==> src/include/ubr_pkg.sv <==
package ubr_pkg;

   // register indices; byte address is four times the index
   localparam logic [7:0]  IDX_BREAK       = 8'h0a;
   localparam logic [7:0]  IDX_TURNAROUND  = 8'h0b;
   localparam logic [7:0]  IDX_PIN_FN      = 8'h0c;
   localparam logic [7:0]  IDX_BIT_PERIOD  = 8'h20;
   localparam logic [7:0]  IDX_STATUS      = 8'h21;
   localparam int          ADDR_LSB        = 2;
   localparam int          ADDR_W          = 10;

   // reset values
   localparam logic [15:0] BREAK_RST       = 16'h0000;
   localparam logic [3:0]  TURNAROUND_RST  = 4'h0;
   localparam logic [15:0] PIN_FN_RST      = 16'h0300;
   localparam logic [15:0] PIN_FN_MASK     = 16'h03ff;
   localparam logic [15:0] BIT_PERIOD_RST  = 16'h0364;

   // break register special values
   localparam logic [15:0] BREAK_FOREVER   = 16'hffff;
   localparam logic [15:0] BREAK_NONE      = 16'h0000;

   // pin function field positions
   localparam int          FN_RX_TOGGLE    = 9;
   localparam int          FN_TX_TOGGLE    = 8;
   localparam int          FN_CLK_OUT      = 7;
   localparam int          FN_P7_HI        = 6;
   localparam int          FN_P7_LO        = 5;
   localparam int          FN_PIN_SEL      = 4;
   localparam int          FN_POLARITY     = 3;
   localparam int          FN_MODEM_HI     = 2;
   localparam int          FN_MODEM_LO     = 0;

   // pin 7 enable codes
   localparam logic [1:0]  P7_GPIO         = 2'h0;
   localparam logic [1:0]  P7_EN_TX        = 2'h1;
   localparam logic [1:0]  P7_EN_MATCH     = 2'h2;

   // modem select codes
   localparam logic [2:0]  MODEM_GPIO      = 3'h0;
   localparam logic [2:0]  MODEM_RTS_CTS   = 3'h1;
   localparam logic [2:0]  MODEM_DTR_DSR   = 3'h2;
   localparam logic [2:0]  MODEM_EN_TX     = 3'h3;
   localparam logic [2:0]  MODEM_EN_MATCH  = 3'h4;

   // general pin numbers
   localparam int          PIN_DTR         = 2;
   localparam int          PIN_DSR         = 3;
   localparam int          PIN_CTS         = 4;
   localparam int          PIN_RTS         = 5;
   localparam int          PIN_CLK         = 6;
   localparam int          PIN_EN7         = 7;
   localparam int          PIN_TXT         = 8;
   localparam int          PIN_RXT         = 9;

   // status bit positions
   localparam int          ST_BREAK        = 0;
   localparam int          ST_DRIVING      = 1;
   localparam int          ST_TX_BUSY      = 2;

   // timing: one millisecond at the core clock
   localparam int          CLK_PERIOD_NS   = 10;
   localparam int          MS_TIME_NS      = 1000000;
   localparam int          MS_CYCLES       = MS_TIME_NS / CLK_PERIOD_NS;
   localparam int          TIMER_W         = 17;

   // pins owned by alternate functions, with their driven levels
   typedef struct packed {
      logic [9:0] alt;
      logic [9:0] val;
   } ubr_pins_t;

   // state of the period timer
   typedef struct packed {
      logic [TIMER_W-1:0] cnt;
      logic               tick;
   } ubr_timer_t;

   // state of the control block
   typedef struct packed {
      logic [15:0] brk_cnt;
      logic        brk_on;
      logic [3:0]  ta_dly;
      logic [15:0] pin_fn;
      logic [15:0] bit_period;
      logic [3:0]  ta_cnt;
      logic        ta_run;
      logic        tx_busy_d;
      logic [31:0] rdata;
      logic        err;
      ubr_pins_t   pins;
   } ubr_state_t;

endpackage

==> src/hdl/ubr_timer.sv <==
// free period timer: one-cycle tick every period cycles while not held
module ubr_timer (
   input  wire logic                        pclk,
   input  wire logic                        presetn,
   input  wire logic                        restart,
   input  wire logic [ubr_pkg::TIMER_W-1:0] period,
   output logic                             tick
);

   ubr_pkg::ubr_timer_t s_q;
   ubr_pkg::ubr_timer_t s_d;

   // count up, wrap at period; restart holds at zero
   always_comb begin
      s_d      = s_q;
      s_d.tick = 1'b0;
      if (restart) begin
         s_d.cnt = '0;
      end else if (s_q.cnt + 1'b1 >= period) begin
         s_d.cnt  = '0;
         s_d.tick = 1'b1;
      end else begin
         s_d.cnt = s_q.cnt + 1'b1;
      end
   end

   // state register
   always_ff @(posedge pclk or negedge presetn) begin
      if (!presetn) begin
         s_q <= '0;
      end else begin
         s_q <= s_d;
      end
   end

   assign tick = s_q.tick;

endmodule

==> src/hdl/ubr_top.sv <==
// Overview of operation
// - all-ones break value: break held continuously
// - other nonzero: break N ms, counting down
// - zero value ends break
// - any break write aborts, new value applies
// - finish current character before break starts
// - break starts within one millisecond
// - break released within two character times
// - wait programmed bit times before line turnaround
// - bit 9 routes receive toggle to pin 9
// - bit 8 routes transmit toggle to pin 8
// - bit 7 routes clock output to pin 6
// - bits 6:5 set pin 7 enable kind
// - bit 4 enables the pin 7 enable output; pin 5 use is set by bits 2:0
// - bit 3 sets enable polarity
// - bits 2:0 select modem pin use
// - match enable follows multidrop address match
module ubr_top #(
   parameter int MS_CYCLES = ubr_pkg::MS_CYCLES
) (
   input  wire logic                      pclk,
   input  wire logic                      presetn,
   input  wire logic                      psel,
   input  wire logic                      penable,
   input  wire logic                      pwrite,
   input  wire logic [ubr_pkg::ADDR_W-1:0] paddr,
   input  wire logic [31:0]               pwdata,
   output logic      [31:0]               prdata,
   output logic                           pready,
   output logic                           pslverr,
   input  wire logic                      tx_busy,
   input  wire logic                      addr_match,
   input  wire logic                      rx_toggle,
   input  wire logic                      tx_toggle,
   input  wire logic                      clk_out_src,
   input  wire logic                      rts_level,
   input  wire logic                      dtr_level,
   output logic                           tx_break,
   output logic                           line_driving,
   output ubr_pkg::ubr_pins_t             pins
);

   ubr_pkg::ubr_state_t s_q;
   ubr_pkg::ubr_state_t s_d;

   logic                        ms_tick;
   logic                        bit_tick;
   logic                        ms_restart;
   logic                        bit_restart;
   logic                        wr_en;
   logic                        brk_wr;
   logic [7:0]                  idx;
   logic                        en_tx;
   logic                        en_match;
   logic [1:0]                  p7_code;
   logic [2:0]                  modem_code;

   // register index from a byte address
   function automatic logic [7:0] word_index(input logic [ubr_pkg::ADDR_W-1:0] a);
      word_index = a[ubr_pkg::ADDR_W-1:ubr_pkg::ADDR_LSB];
   endfunction

   // apply the enable polarity to an enable level
   function automatic logic polar(input logic en, input logic active_high);
      polar = active_high ? en : ~en;
   endfunction

   // is the index one of the mapped registers
   function automatic logic mapped(input logic [7:0] i);
      mapped = (i == ubr_pkg::IDX_BREAK) || (i == ubr_pkg::IDX_TURNAROUND) ||
               (i == ubr_pkg::IDX_PIN_FN) || (i == ubr_pkg::IDX_BIT_PERIOD) ||
               (i == ubr_pkg::IDX_STATUS);
   endfunction

   // apb access decode; writes land in the access phase
   assign idx    = word_index(paddr);
   assign pready = psel & penable;
   assign wr_en  = psel & penable & pwrite & mapped(idx);
   assign brk_wr = wr_en && (idx == ubr_pkg::IDX_BREAK);

   // millisecond timer realigned on each break write or while idle
   assign ms_restart  = brk_wr | ~s_q.brk_on;
   // bit timer runs only during the turnaround wait
   assign bit_restart = ~s_q.ta_run;

   ubr_timer u_ms_timer (
      .pclk    (pclk),
      .presetn (presetn),
      .restart (ms_restart),
      .period  (ubr_pkg::TIMER_W'(MS_CYCLES)),
      .tick    (ms_tick)
   );

   ubr_timer u_bit_timer (
      .pclk    (pclk),
      .presetn (presetn),
      .restart (bit_restart),
      .period  ({1'b0, s_q.bit_period}),
      .tick    (bit_tick)
   );

   // enable sources and pin selector fields
   // the delayed busy bridges the cycle before the turnaround wait starts
   assign en_tx      = tx_busy | s_q.ta_run | s_q.brk_on |
                       (s_q.tx_busy_d && s_q.ta_dly != 4'h0);
   assign en_match   = addr_match;
   assign p7_code    = s_q.pin_fn[ubr_pkg::FN_P7_HI:ubr_pkg::FN_P7_LO];
   assign modem_code = s_q.pin_fn[ubr_pkg::FN_MODEM_HI:ubr_pkg::FN_MODEM_LO];

   // next-state logic
   always_comb begin
      s_d           = s_q;
      s_d.tx_busy_d = tx_busy;

      // break counter and output
      if (brk_wr) begin
         s_d.brk_cnt = pwdata[15:0];
         s_d.brk_on  = 1'b0;
         if (pwdata[15:0] != ubr_pkg::BREAK_NONE && !tx_busy) begin
            s_d.brk_on = 1'b1;
         end
      end else if (s_q.brk_cnt == ubr_pkg::BREAK_NONE) begin
         s_d.brk_on = 1'b0;
      end else if (!s_q.brk_on) begin
         if (!tx_busy) begin
            s_d.brk_on = 1'b1;
         end
      end else if (ms_tick && s_q.brk_cnt != ubr_pkg::BREAK_FOREVER) begin
         s_d.brk_cnt = s_q.brk_cnt - 16'h0001;
         if (s_q.brk_cnt == 16'h0001) begin
            s_d.brk_on = 1'b0;
         end
      end
      // all-ones never counts, so break holds until rewritten

      // turnaround wait after the last stop bit
      if (tx_busy || s_q.brk_on) begin
         s_d.ta_run = 1'b0;
         s_d.ta_cnt = '0;
      end else if (s_q.tx_busy_d && s_q.ta_dly != 4'h0) begin
         s_d.ta_run = 1'b1;
         s_d.ta_cnt = s_q.ta_dly;
      end else if (s_q.ta_run && bit_tick) begin
         s_d.ta_cnt = s_q.ta_cnt - 4'h1;
         if (s_q.ta_cnt == 4'h1) begin
            s_d.ta_run = 1'b0;
         end
      end

      // register writes
      if (wr_en) begin
         case (idx)
            ubr_pkg::IDX_TURNAROUND: s_d.ta_dly     = pwdata[3:0];
            ubr_pkg::IDX_PIN_FN:     s_d.pin_fn     = pwdata[15:0] & ubr_pkg::PIN_FN_MASK;
            ubr_pkg::IDX_BIT_PERIOD: s_d.bit_period = pwdata[15:0];
            default:                 s_d.err        = s_q.err;
         endcase
      end

      // read data and error captured in the setup phase
      if (psel && !penable) begin
         s_d.err   = ~mapped(idx);
         s_d.rdata = 32'h0000_0000;
         case (idx)
            ubr_pkg::IDX_BREAK:      s_d.rdata[15:0] = s_q.brk_cnt;
            ubr_pkg::IDX_TURNAROUND: s_d.rdata[3:0]  = s_q.ta_dly;
            ubr_pkg::IDX_PIN_FN:     s_d.rdata[15:0] = s_q.pin_fn;
            ubr_pkg::IDX_BIT_PERIOD: s_d.rdata[15:0] = s_q.bit_period;
            ubr_pkg::IDX_STATUS: begin
               s_d.rdata[ubr_pkg::ST_BREAK]   = s_q.brk_on;
               s_d.rdata[ubr_pkg::ST_DRIVING] = en_tx;
               s_d.rdata[ubr_pkg::ST_TX_BUSY] = tx_busy;
            end
            default: s_d.rdata = 32'h0000_0000;
         endcase
      end

      // alternate pin functions
      s_d.pins = '0;
      s_d.pins.alt[ubr_pkg::PIN_RXT] = s_q.pin_fn[ubr_pkg::FN_RX_TOGGLE];
      s_d.pins.val[ubr_pkg::PIN_RXT] = rx_toggle;
      s_d.pins.alt[ubr_pkg::PIN_TXT] = s_q.pin_fn[ubr_pkg::FN_TX_TOGGLE];
      s_d.pins.val[ubr_pkg::PIN_TXT] = tx_toggle;
      s_d.pins.alt[ubr_pkg::PIN_CLK] = s_q.pin_fn[ubr_pkg::FN_CLK_OUT];
      s_d.pins.val[ubr_pkg::PIN_CLK] = clk_out_src;

      // pin 7 only when bit 4 selects it
      if (s_q.pin_fn[ubr_pkg::FN_PIN_SEL]) begin
         case (p7_code)
            ubr_pkg::P7_EN_TX: begin
               s_d.pins.alt[ubr_pkg::PIN_EN7] = 1'b1;
               s_d.pins.val[ubr_pkg::PIN_EN7] =
                  polar(en_tx, s_q.pin_fn[ubr_pkg::FN_POLARITY]);
            end
            ubr_pkg::P7_EN_MATCH: begin
               s_d.pins.alt[ubr_pkg::PIN_EN7] = 1'b1;
               s_d.pins.val[ubr_pkg::PIN_EN7] =
                  polar(en_match, s_q.pin_fn[ubr_pkg::FN_POLARITY]);
            end
            default: s_d.pins.alt[ubr_pkg::PIN_EN7] = 1'b0;
         endcase
      end

      // modem pins; reserved codes fall back to plain i/o
      case (modem_code)
         ubr_pkg::MODEM_RTS_CTS: begin
            s_d.pins.alt[ubr_pkg::PIN_CTS] = 1'b1;
            s_d.pins.alt[ubr_pkg::PIN_RTS] = 1'b1;
            s_d.pins.val[ubr_pkg::PIN_RTS] = rts_level;
         end
         ubr_pkg::MODEM_DTR_DSR: begin
            s_d.pins.alt[ubr_pkg::PIN_DTR] = 1'b1;
            s_d.pins.alt[ubr_pkg::PIN_DSR] = 1'b1;
            s_d.pins.val[ubr_pkg::PIN_DTR] = dtr_level;
         end
         ubr_pkg::MODEM_EN_TX: begin
            s_d.pins.alt[ubr_pkg::PIN_RTS] = 1'b1;
            s_d.pins.val[ubr_pkg::PIN_RTS] =
               polar(en_tx, s_q.pin_fn[ubr_pkg::FN_POLARITY]);
         end
         ubr_pkg::MODEM_EN_MATCH: begin
            s_d.pins.alt[ubr_pkg::PIN_RTS] = 1'b1;
            s_d.pins.val[ubr_pkg::PIN_RTS] =
               polar(en_match, s_q.pin_fn[ubr_pkg::FN_POLARITY]);
         end
         default: s_d.pins.alt[ubr_pkg::PIN_RTS] = 1'b0;
      endcase
   end

   // state register with constant reset values
   always_ff @(posedge pclk or negedge presetn) begin
      if (!presetn) begin
         s_q            <= '0;
         s_q.brk_cnt    <= ubr_pkg::BREAK_RST;
         s_q.ta_dly     <= ubr_pkg::TURNAROUND_RST;
         s_q.pin_fn     <= ubr_pkg::PIN_FN_RST;
         s_q.bit_period <= ubr_pkg::BIT_PERIOD_RST;
      end else begin
         s_q <= s_d;
      end
   end

   // outputs from the state register; pslverr is also gated by pready
   assign prdata       = s_q.rdata;
   assign pslverr      = s_q.err & pready;
   assign tx_break     = s_q.brk_on;
   assign line_driving = s_q.brk_on | s_q.ta_run | s_q.tx_busy_d;
   assign pins         = s_q.pins;

endmodule

==> config.mk <==
export PLATFORM = sky130hd
export DESIGN_NAME = ubr_top
export DESIGN_NICKNAME = d
export VERILOG_FILES = /design/src/include/ubr_pkg.sv /design/src/hdl/ubr_timer.sv /design/src/hdl/ubr_top.sv
export SDC_FILE = /design/constraint.sdc
export NUM_CORES = 1
export LEC_CHECK = 0
export BUFFER_PORTS_ARGS = -buffer_cell sky130_fd_sc_hd__buf_2
export CAP_MARGIN = 10
export CORE_AREA = 5 5 115 117
export DETAILED_ROUTE_END_ITERATION = 10
export DIE_AREA = 0 0 120 122
export PLACE_DENSITY = 0.8
export SLEW_MARGIN = 5
export SYNTH_ARGS = -nofsm -noshare
export SYNTH_HDL_FRONTEND = slang
export SYNTH_SLANG_ARGS = --single-unit
==> constraint.sdc <==
create_clock -name pclk -period 3.36 [get_ports pclk]
set_input_delay 0.336 -clock pclk [delete_from_list [all_inputs] [get_ports pclk]]
set_output_delay 0.336 -clock pclk [all_outputs]
set_load 0.05 [all_outputs]
# Yosys cells after proc, flatten, opt, wreduce, memory -nomap -nowiden
# Cells that the tools add are included.
[totals]
out_inout_bits = 56
elab_cells = 113
inputBits = 54
reg_bits = 120
[op_classes]
mux = 35
reduce_logical = 27
bitwise_logic = 14
n_lt_le_gt_ge = 2
eq_ne = 15
n_addsub = 4
[ops]
columns = ["cell", "count"]
rows = [
  ["17-bit two-way mux", 6],
  ["12-bit case mux with 3 select lines", 1],
  ["17-bit by 1-bit adder with 17-bit output, second input constant", 2],
  ["16-bit two-way mux", 2],
  ["8-bit by 4-bit == test with 1-bit output, second input constant", 3],
  ["1-bit two-way mux", 18],
  ["17-bit by 16-bit >= comparator with 1-bit output", 1],
  ["17-bit >= comparator, second input constant", 1],
  ["16-bit by 1-bit == test with 1-bit output, second input constant", 1],
  ["8-bit by 6-bit == test with 1-bit output, second input constant", 2],
  ["16-bit zero test", 1],
  ["16-bit != test, second input constant", 1],
  ["16-bit nonzero test", 1],
  ["16-bit by 1-bit subtractor with 16-bit output, second input constant", 1],
  ["5-bit two-way mux", 3],
  ["3-bit case mux with 5 select lines", 1],
  ["2-bit AND reduction", 4],
  ["3-bit by 2-bit == test with 1-bit output, second input constant", 2],
  ["1-bit logical AND", 6],
  ["1-bit bitwise OR", 6],
  ["3-bit nonzero test", 2],
  ["1-bit logical OR", 5],
  ["1-bit AND", 4],
  ["4-bit by 1-bit == test with 1-bit output, second input constant", 1],
  ["17 further kinds", 22],
]

# Longest topological paths before layout
# Gate-level depths: netlist (run 1).
[depth]
depth_word = 9
mapped_depth = 13
mapped_depth_nobuf = 12

# Modules after synthesis
# From an unflattened synthesis (run 1), not the netlist that was laid out.
[unflattened]
cells_unflattened = 710
hier_area_um2 = 7239.4
[modules_own_cells]
columns = ["module", "n_inst", "area_each_um2", "cells_per_inst"]
rows = [
  ["ubr_top", 1, 4556.9, 440],
  ["ubr_timer", 2, 1341.3, 135],
]

# Least setup slack after synthesis (run 1)
# No wires, ideal clock.
[synth_path]
path_type = "register -> register"
startpoint = "reg u_bit_timer.s_q[4] in the netlist's numbering"
endpoint = "reg u_bit_timer.s_q[10] in the netlist's numbering"
path_slack_ns = 0.555
arrival_time_ns = 2.732
period_less_slack_ns = 2.805
setup_ns = 0.074
path_buffers = 1
stages_incl_launch_ff = 13
path_cell_list = "dfrtp_1 nand4_1 or3_1 nor2_1 xor2_1 ha_1 nand3_1 nor2_1 a31o_2 nor4bb_1 o211ai_1 clkbuf_1 nor2b_1"
[synth_rtl]
columns = ["element", "line", "text"]
rows = [
  ["from (decl)", "ubr_timer.sv:10", "ubr_pkg::ubr_timer_t s_q;"],
  ["from (signal assigned)", "ubr_timer.sv:30", "s_q <= '0;"],
  ["from (signal assigned)", "ubr_timer.sv:32", "s_q <= s_d;"],
]

==> flow_summary_export.csv, run 1 <==
group,metric,value,unit
clocking,h-tree-depth,4,
timing,setup_tns,0,ns
final_layout,post_layout_nonfiller_instances,888,
drt,drt-pass1-iter-count,6,
global_routing,overflow,0,
final_layout,fillers,953,
timing,worstMarginPinSlew,0.909,ns
timing,rsz0062_at_grt,"no",
logic_synthesis,yosysMostFrequentCell,"dfrtp_1",
worst_hold_path,hp-start,"rx_toggle",
timing,hold_viol,0,
drt,vias,5174,
drt,vias_per_cell,5.83,
final_layout,multi_input_area,3210,um2
logic_synthesis,ys_warn_count,0,
place,dp.cells,854,
logic_synthesis,ys_types,68,
final_layout,drive_gt1_frac,0.210,
status,status,"completed",
floorplan,io_pins,110,
power_and_ir_drop,p_leak,3.44,nW
floorplan,start_util,0.551,
floorplan,rows,41,
timing,fin_crit,3.16,ns
clocking,cts.clk_slew.worst_paths,0.05,ns
timing,fmax,0.316,GHz
global_routing,grt_first_pass_wirelength,25.5,mm
setup_path,start_kind,"flop",
setup_path,startpoint,"u_bit_timer.s_q[4]",
flow_run,cap_violations,0,
setup_path,end_kind,"flop",
logic_synthesis,synth.largest_area_cell,"dfrtp_1",
setup_path,cp_max_fo,16,
clocking,cts_tree,"built",
setup_path,worstReg2RegStart,"u_bit_timer.s_q[4]",
timing,finalCritPeriodShare,0.941,
final_layout,fin_nets,805,
logic_synthesis,synth_edf_count,0,
logic_synthesis,synth_top_area_frac,0.415,
power_and_ir_drop,finalPower,0.00357,W
logic_synthesis,syn_area,6760,um2
logic_synthesis,synth_commonest_cells,"dfrtp_1, nand2_1, nor2_1",
drt,wirelength,15.6,mm
drt,route.met3.wl,1.29,mm
clocking,post_cts_buffers,0,
drt,postRouteAntennaNets,0,
drt,wl_met2,7.34,mm
clocking,clockBufferDepth,2,
floorplan,fp.dieW,120,um
setup_path,arrival,3.50,ns
logic_synthesis,synthCells,681,
global_routing,antenna_found_initial,0,
timing,setup_violations,0,
clocking,cts_sinks,119,
final_layout,syn2layout_area_growth,10.6,%
drt,wl_per_cell,17.6,um
drt,drc_errors,0,
power_and_ir_drop,ir_worst_vdd,0.000363,V
timing,slew_violations,0,
global_routing,grt_usage,0.224,
final_layout,diodes,0,
power_and_ir_drop,power_density,477,nW/um2
timing,slew_headroom,0.394,
place,port_buffers,69,
floorplan,core,12300,um2
place,globalplace.congestion,0.874,
logic_synthesis,synthArstFlopShare,1.00,
global_routing,first_global_vias,5134,
clocking,cts-root-buf,"clkbuf_16",
final_layout,regArea,2990,um2
global_routing,grt_max_degree,72,
drt,top_layer,"met4",
logic_synthesis,synth-seq-cells,119,
floorplan,die_h,122,um
drt,drt_iter0_drc,414,
clocking,ctsResizeCount,0,
clocking,cts_hold_buf,0,
clocking,clk_latency,0.43,ns
floorplan,die_area,14600,um2
drt,m1WireLength,6.46,mm
timing,fin_skew,0.00790,ns
place,dp_hpwl,11.1,mm
worst_hold_path,hold_class,"input port to flop",
logic_synthesis,synth_seq_area_share,0.442,
logic_synthesis,synth_flop_cell,"dfrtp_1",
logic_synthesis,syn_area_per_cell,9.93,um2
setup_path,worstPathRequired,3.70,ns
setup_path,worstSetupPathType,"flop to flop",
clocking,cts_buffers,17,
logic_synthesis,synth.area.top_cells,"dfrtp_1, buf_4, mux2_2, ha_1, xnor2_1",
[registers in the layout, indices dropped and copies added (netlist names)]
signal,count
u_bit_timer.s_q,17
pins,13
u_ms_timer.s_q,17
s_q,45
u_bit_timer.tick,1
u_ms_timer.tick,1
tx_break,1
modem_code,3
p7_code,2
s_d,3
prdata,16
[cells by family (layout without fill, tap and decap cells)]
kind of cell / after synthesis / count (layout) / synth area share
other: 1 / 23 / 0.000555
AOI/OAI and AO/OA: 104 / 104 / 0.107
and+or+nand+nor: 246 / 246 / 0.193
adders and majority gates: 26 / 26 / 0.0481
xor gates and xnor gates: 47 / 47 / 0.0609
DFF: 119 / 119 / 0.442
buffers and inverters: 106 / 141 / 0.0961
muxes: 32 / 32 / 0.0527
[layer usage]
metal  up-vias  track usage
met5         -            0
met1      2508        0.286
met3        45       0.0696
li1       2396            -
met4         0       0.0916
met2       225        0.357
[placed cells by master, fill, tap and decap left out, types with 6 or more instances in the layout]
master     count
o21ai_0       24
a21oi_1       22
mux2_2        29
buf_2         68
inv_1         32
nand2_1       60
ha_1          26
xnor2_1       26
xor2_1        21
buf_4          8
dfrtp_1      112
and4_1         7
a22oi_1        8
nor4_1         7
nor3_1        12
nor2_1        60
nand4_1       11
conb_1        23
clkbuf_16     17
nand2b_1       6
a21o_1         8
nor2b_1       16
dfstp_2        7
or3_1          7
nand3_1       20
a222oi_1       8
and3_1         8
[cell type report]
class	count	share of cell area
multi-input cells	478	0.429
flip-flops and latches	119	0.399
clock buffers	24	0.0644
repair buffers	77	0.0562
well taps	150	0.0251
inverters	32	0.0161
clock inverters	8	0.00987
[worst paths after layout]
| path | endpoint | slack (ns) | cells after the start |
|---|---|---|---|
| worst max-delay path | u_bit_timer.s_q[4] | 0.20 | 13 |
| worst min-delay path | pins[9] | 0.02 | 1 |
| worst max register to register | u_bit_timer.s_q[4] | 0.20 | 13 |
| worst min register to register | pins[19] | 0.41 | 0 |
| max in group asynchronous | s_q[61] | 2.51 | 2 |
| min in group asynchronous | pins[15] | 0.04 | 1 |
[worst max-delay path, stage by stage (launching register included)]
cell,delay [ns]
dfrtp_1,0.43
nand4_1,0.23
buf_4,0.21
nor3_2,0.28
nand3_1,0.14
xnor2_1,0.25
ha_1,0.29
nand4_1,0.09
nor2_1,0.06
a31o_2,0.26
nor4bb_1,0.30
o211ai_1,0.15
buf_4,0.22
nor2b_1,0.16
[power breakdown]
group / internal, W / switching [W]
registers: 0.00149 / 0.0000612
clock network: 0.00107 / 0.000629
logic: 0.0000976 / 0.000225
[stage by stage]
stage / utilization / instance area, um2 / hold WS (ns) / setup WS, ns
2_1_floorplan: - / 6840 / 0.0404 / 0.555
3_3_place_gp: 0.563 / 6910 / 0.399 / 0.441
3_5_place_dp: 0.563 / 6910 / 0.400 / 0.315
4_1_cts: 0.609 / 7460 / 0.0103 / 0.243
5_1_grt: 0.610 / 7480 / 0.00213 / 0.00547
6_report: 0.610 / 7480 / 0.0179 / 0.197
(Power assumes the default switching activity.)
==> run 2: changes to the inputs <==
Settings changed: MAX_ROUTING_LAYER from default to met4, PLACE_DENSITY 0.8 to default, PLACE_DENSITY_LB_ADDON from default to 0.1.
==> flow_summary_export.csv, run 2 (same netlist as run 1, synthesis figures left out) <==
group,metric,value,unit
setup_path,reg2reg_slack,0.37,ns
drt,m1WireLength,7.07,mm
power_and_ir_drop,p_leak,3.46,nW
floorplan,die_h,122,um
power_and_ir_drop,p_int,0.00278,W
global_routing,grt_usage,0.232,
power_and_ir_drop,power_density,491,nW/um2
timing,slew_violations,0,
power_and_ir_drop,power_frac_seq,0.419,
global_routing,grt_first_pass_wirelength,25.2,mm
power_and_ir_drop,p_sw_frac,0.246,
final_layout,largest-register,"s_q",
floorplan,core,12300,um2
clocking,cts_tree,"built",
clocking,h-tree-depth,4,
final_layout,final_cell_mix,"dfrtp_1, buf_2, nor2_1, nand2_1, inv_1",
floorplan,io_pins,110,
final_layout,fin_nets,805,
setup_path,slowest_stage,"or3_1",
global_routing,overflow,0,
timing,fin_crit,2.99,ns
global_routing,first_global_vias,4852,
place,dp_hpwl,11.8,mm
final_layout,fin_area,7510,um2
place,dpl-instance-area,6920,um2
setup_path,worstSetupPathType,"flop to flop",
power_and_ir_drop,pwr-share-comb,0.088,
timing,slew_headroom,0.407,
floorplan,rows,41,
setup_path,cp_cell_sequence,"nand4_1, or3_1, nor2_1, xor2_1, ha_1, nand3_1, nor2_1, a31o_2, nor4bb_1, o211ai_1, buf_4, nor2b_1",
setup_path,startpoint,"u_bit_timer.s_q[4]",
setup_path,worst-path-buf-inv,1,
setup_path,crit_top_cell,"nor2_1",
drt,vias,5053,
clocking,clk_latency,0.41,ns
flow_run,cap_violations,0,
setup_path,worstReg2RegStart,"u_bit_timer.s_q[4]",
final_layout,diodes,0,
drt,wl_met2,7.58,mm
drt,vias_per_cell,5.69,
drt,wirelength,16.0,mm
timing,finalCritPeriodShare,0.889,
setup_path,arrival,3.33,ns
power_and_ir_drop,power.switching,0.000907,W
clocking,cts_sinks,119,
floorplan,fp.dieW,120,um
place,globalplace.congestion,0.891,
floorplan,start_util,0.551,
drt,wl_per_cell,18.0,um
final_layout,largest_register_ffs,45,
setup_path,cp_max_fo,9,
drt,drc_errors,0,
setup_path,start_kind,"flop",
clocking,cts_buffers,17,
drt,route.met3.wl,883,um
timing,fmax,0.335,GHz
drt,top_layer,"met4",
clocking,post_cts_buffers,0,
floorplan,die_area,14600,um2
place,port_buffers,69,
clocking,cts.clk_slew.worst_paths,0.06,ns
setup_path,crit_path_max_incr_delay,0.45,ns
setup_path,critPathTopFamily,"simple AND/OR/NAND/NOR gates",
setup_path,end_kind,"flop",
clocking,clockBufferDepth,2,
status,status,"completed",
clocking,ctsResizeCount,0,
setup_path,worstPathRequired,3.70,ns
power_and_ir_drop,clkPwrFrac,0.493,
drt,drt_iter0_drc,396,
timing,worstMarginPinSlew,0.889,ns
final_layout,largestRegisters,"s_q: 45 flops, u_bit_timer.s_q: 17 flops, u_ms_timer.s_q: 17 flops",
clocking,cts_hold_buf,0,
drt,postRouteAntennaNets,0,
timing,setup_tns,0,ns
timing,rsz0062_at_grt,"no",
global_routing,grt_max_degree,68,
final_layout,layout_commonest_cell,"dfrtp_1",
worst_hold_path,hold_class,"input port to async pin",
timing,setup_violations,0,
final_layout,drive_gt1_frac,0.210,
final_layout,syn2layout_area_growth,11.2,%
clocking,cts-root-buf,"clkbuf_16",
timing,fin_skew,0.00738,ns
timing,hold_viol,0,
drt,drt-pass1-iter-count,9,
global_routing,antenna_found_initial,0,
power_and_ir_drop,ir_worst_vdd,0.000572,V
[run 2: worst paths after layout]
path                                      end  cells past startpoint
setup / recovery           u_bit_timer.s_q[9]                     12
min in group pclk                     pins[8]                      1
max in group asynchronous             s_q[61]                      2
setup reg to reg           u_bit_timer.s_q[9]                     12
hold reg to reg                      pins[19]                      0
hold / removal                        pins[7]                      1
[run 2: worst register-to-register path: stages (launching register included)]
cell,delay (ns)
dfrtp_1,0.41
nand4_1,0.24
or3_1,0.46
nor2_1,0.16
xor2_1,0.22
ha_1,0.28
nand3_1,0.11
nor2_1,0.06
a31o_2,0.26
nor4bb_1,0.26
o211ai_1,0.15
buf_4,0.19
nor2b_1,0.12
[run 2: area by class of cell]
class	count	area, um2
fill	1046	4750
multi-input combinational	478	3210
sequential	119	2990
clock buffer	23	468
timing repair buffer	77	420
tap	150	188
clock inverter	9	125
inverter	32	120
[run 2: routing by layer]
layer	up-vias	global-route usage
met5	-	-
met3	37	0.0552
met1	2449	0.290
li1	2408	-
met4	0	0.0945
met2	159	0.365
[run 2: stage by stage]
stage | util | power [W] | hold slack (ns) | std cells | setup WS [ns]
2_1_floorplan | - | 0.00183 | 0.0404 | 703 | 0.555
3_3_place_gp | 0.565 | 0.00188 | 0.398 | 856 | 0.471
3_5_place_dp | 0.565 | 0.00189 | 0.401 | 856 | 0.409
4_1_cts | 0.613 | 0.00371 | 0.0131 | 888 | 0.379
5_1_grt | 0.613 | 0.00383 | 0.0134 | 888 | 0.150
6_report | 0.613 | 0.00369 | 0.0225 | 888 | 0.374
[run 2: power by group through the flow]
stage / logic [W] / registers [W] / clock network [W]
after floorplan: 0.000282 / 0.00154 / 0
after global placement: 0.000314 / 0.00157 / 0
after detailed placement: 0.000321 / 0.00157 / 0
after CTS: 0.000324 / 0.00155 / 0.00184
after global routing: 0.000359 / 0.00156 / 0.00192
final: 0.000323 / 0.00155 / 0.00182
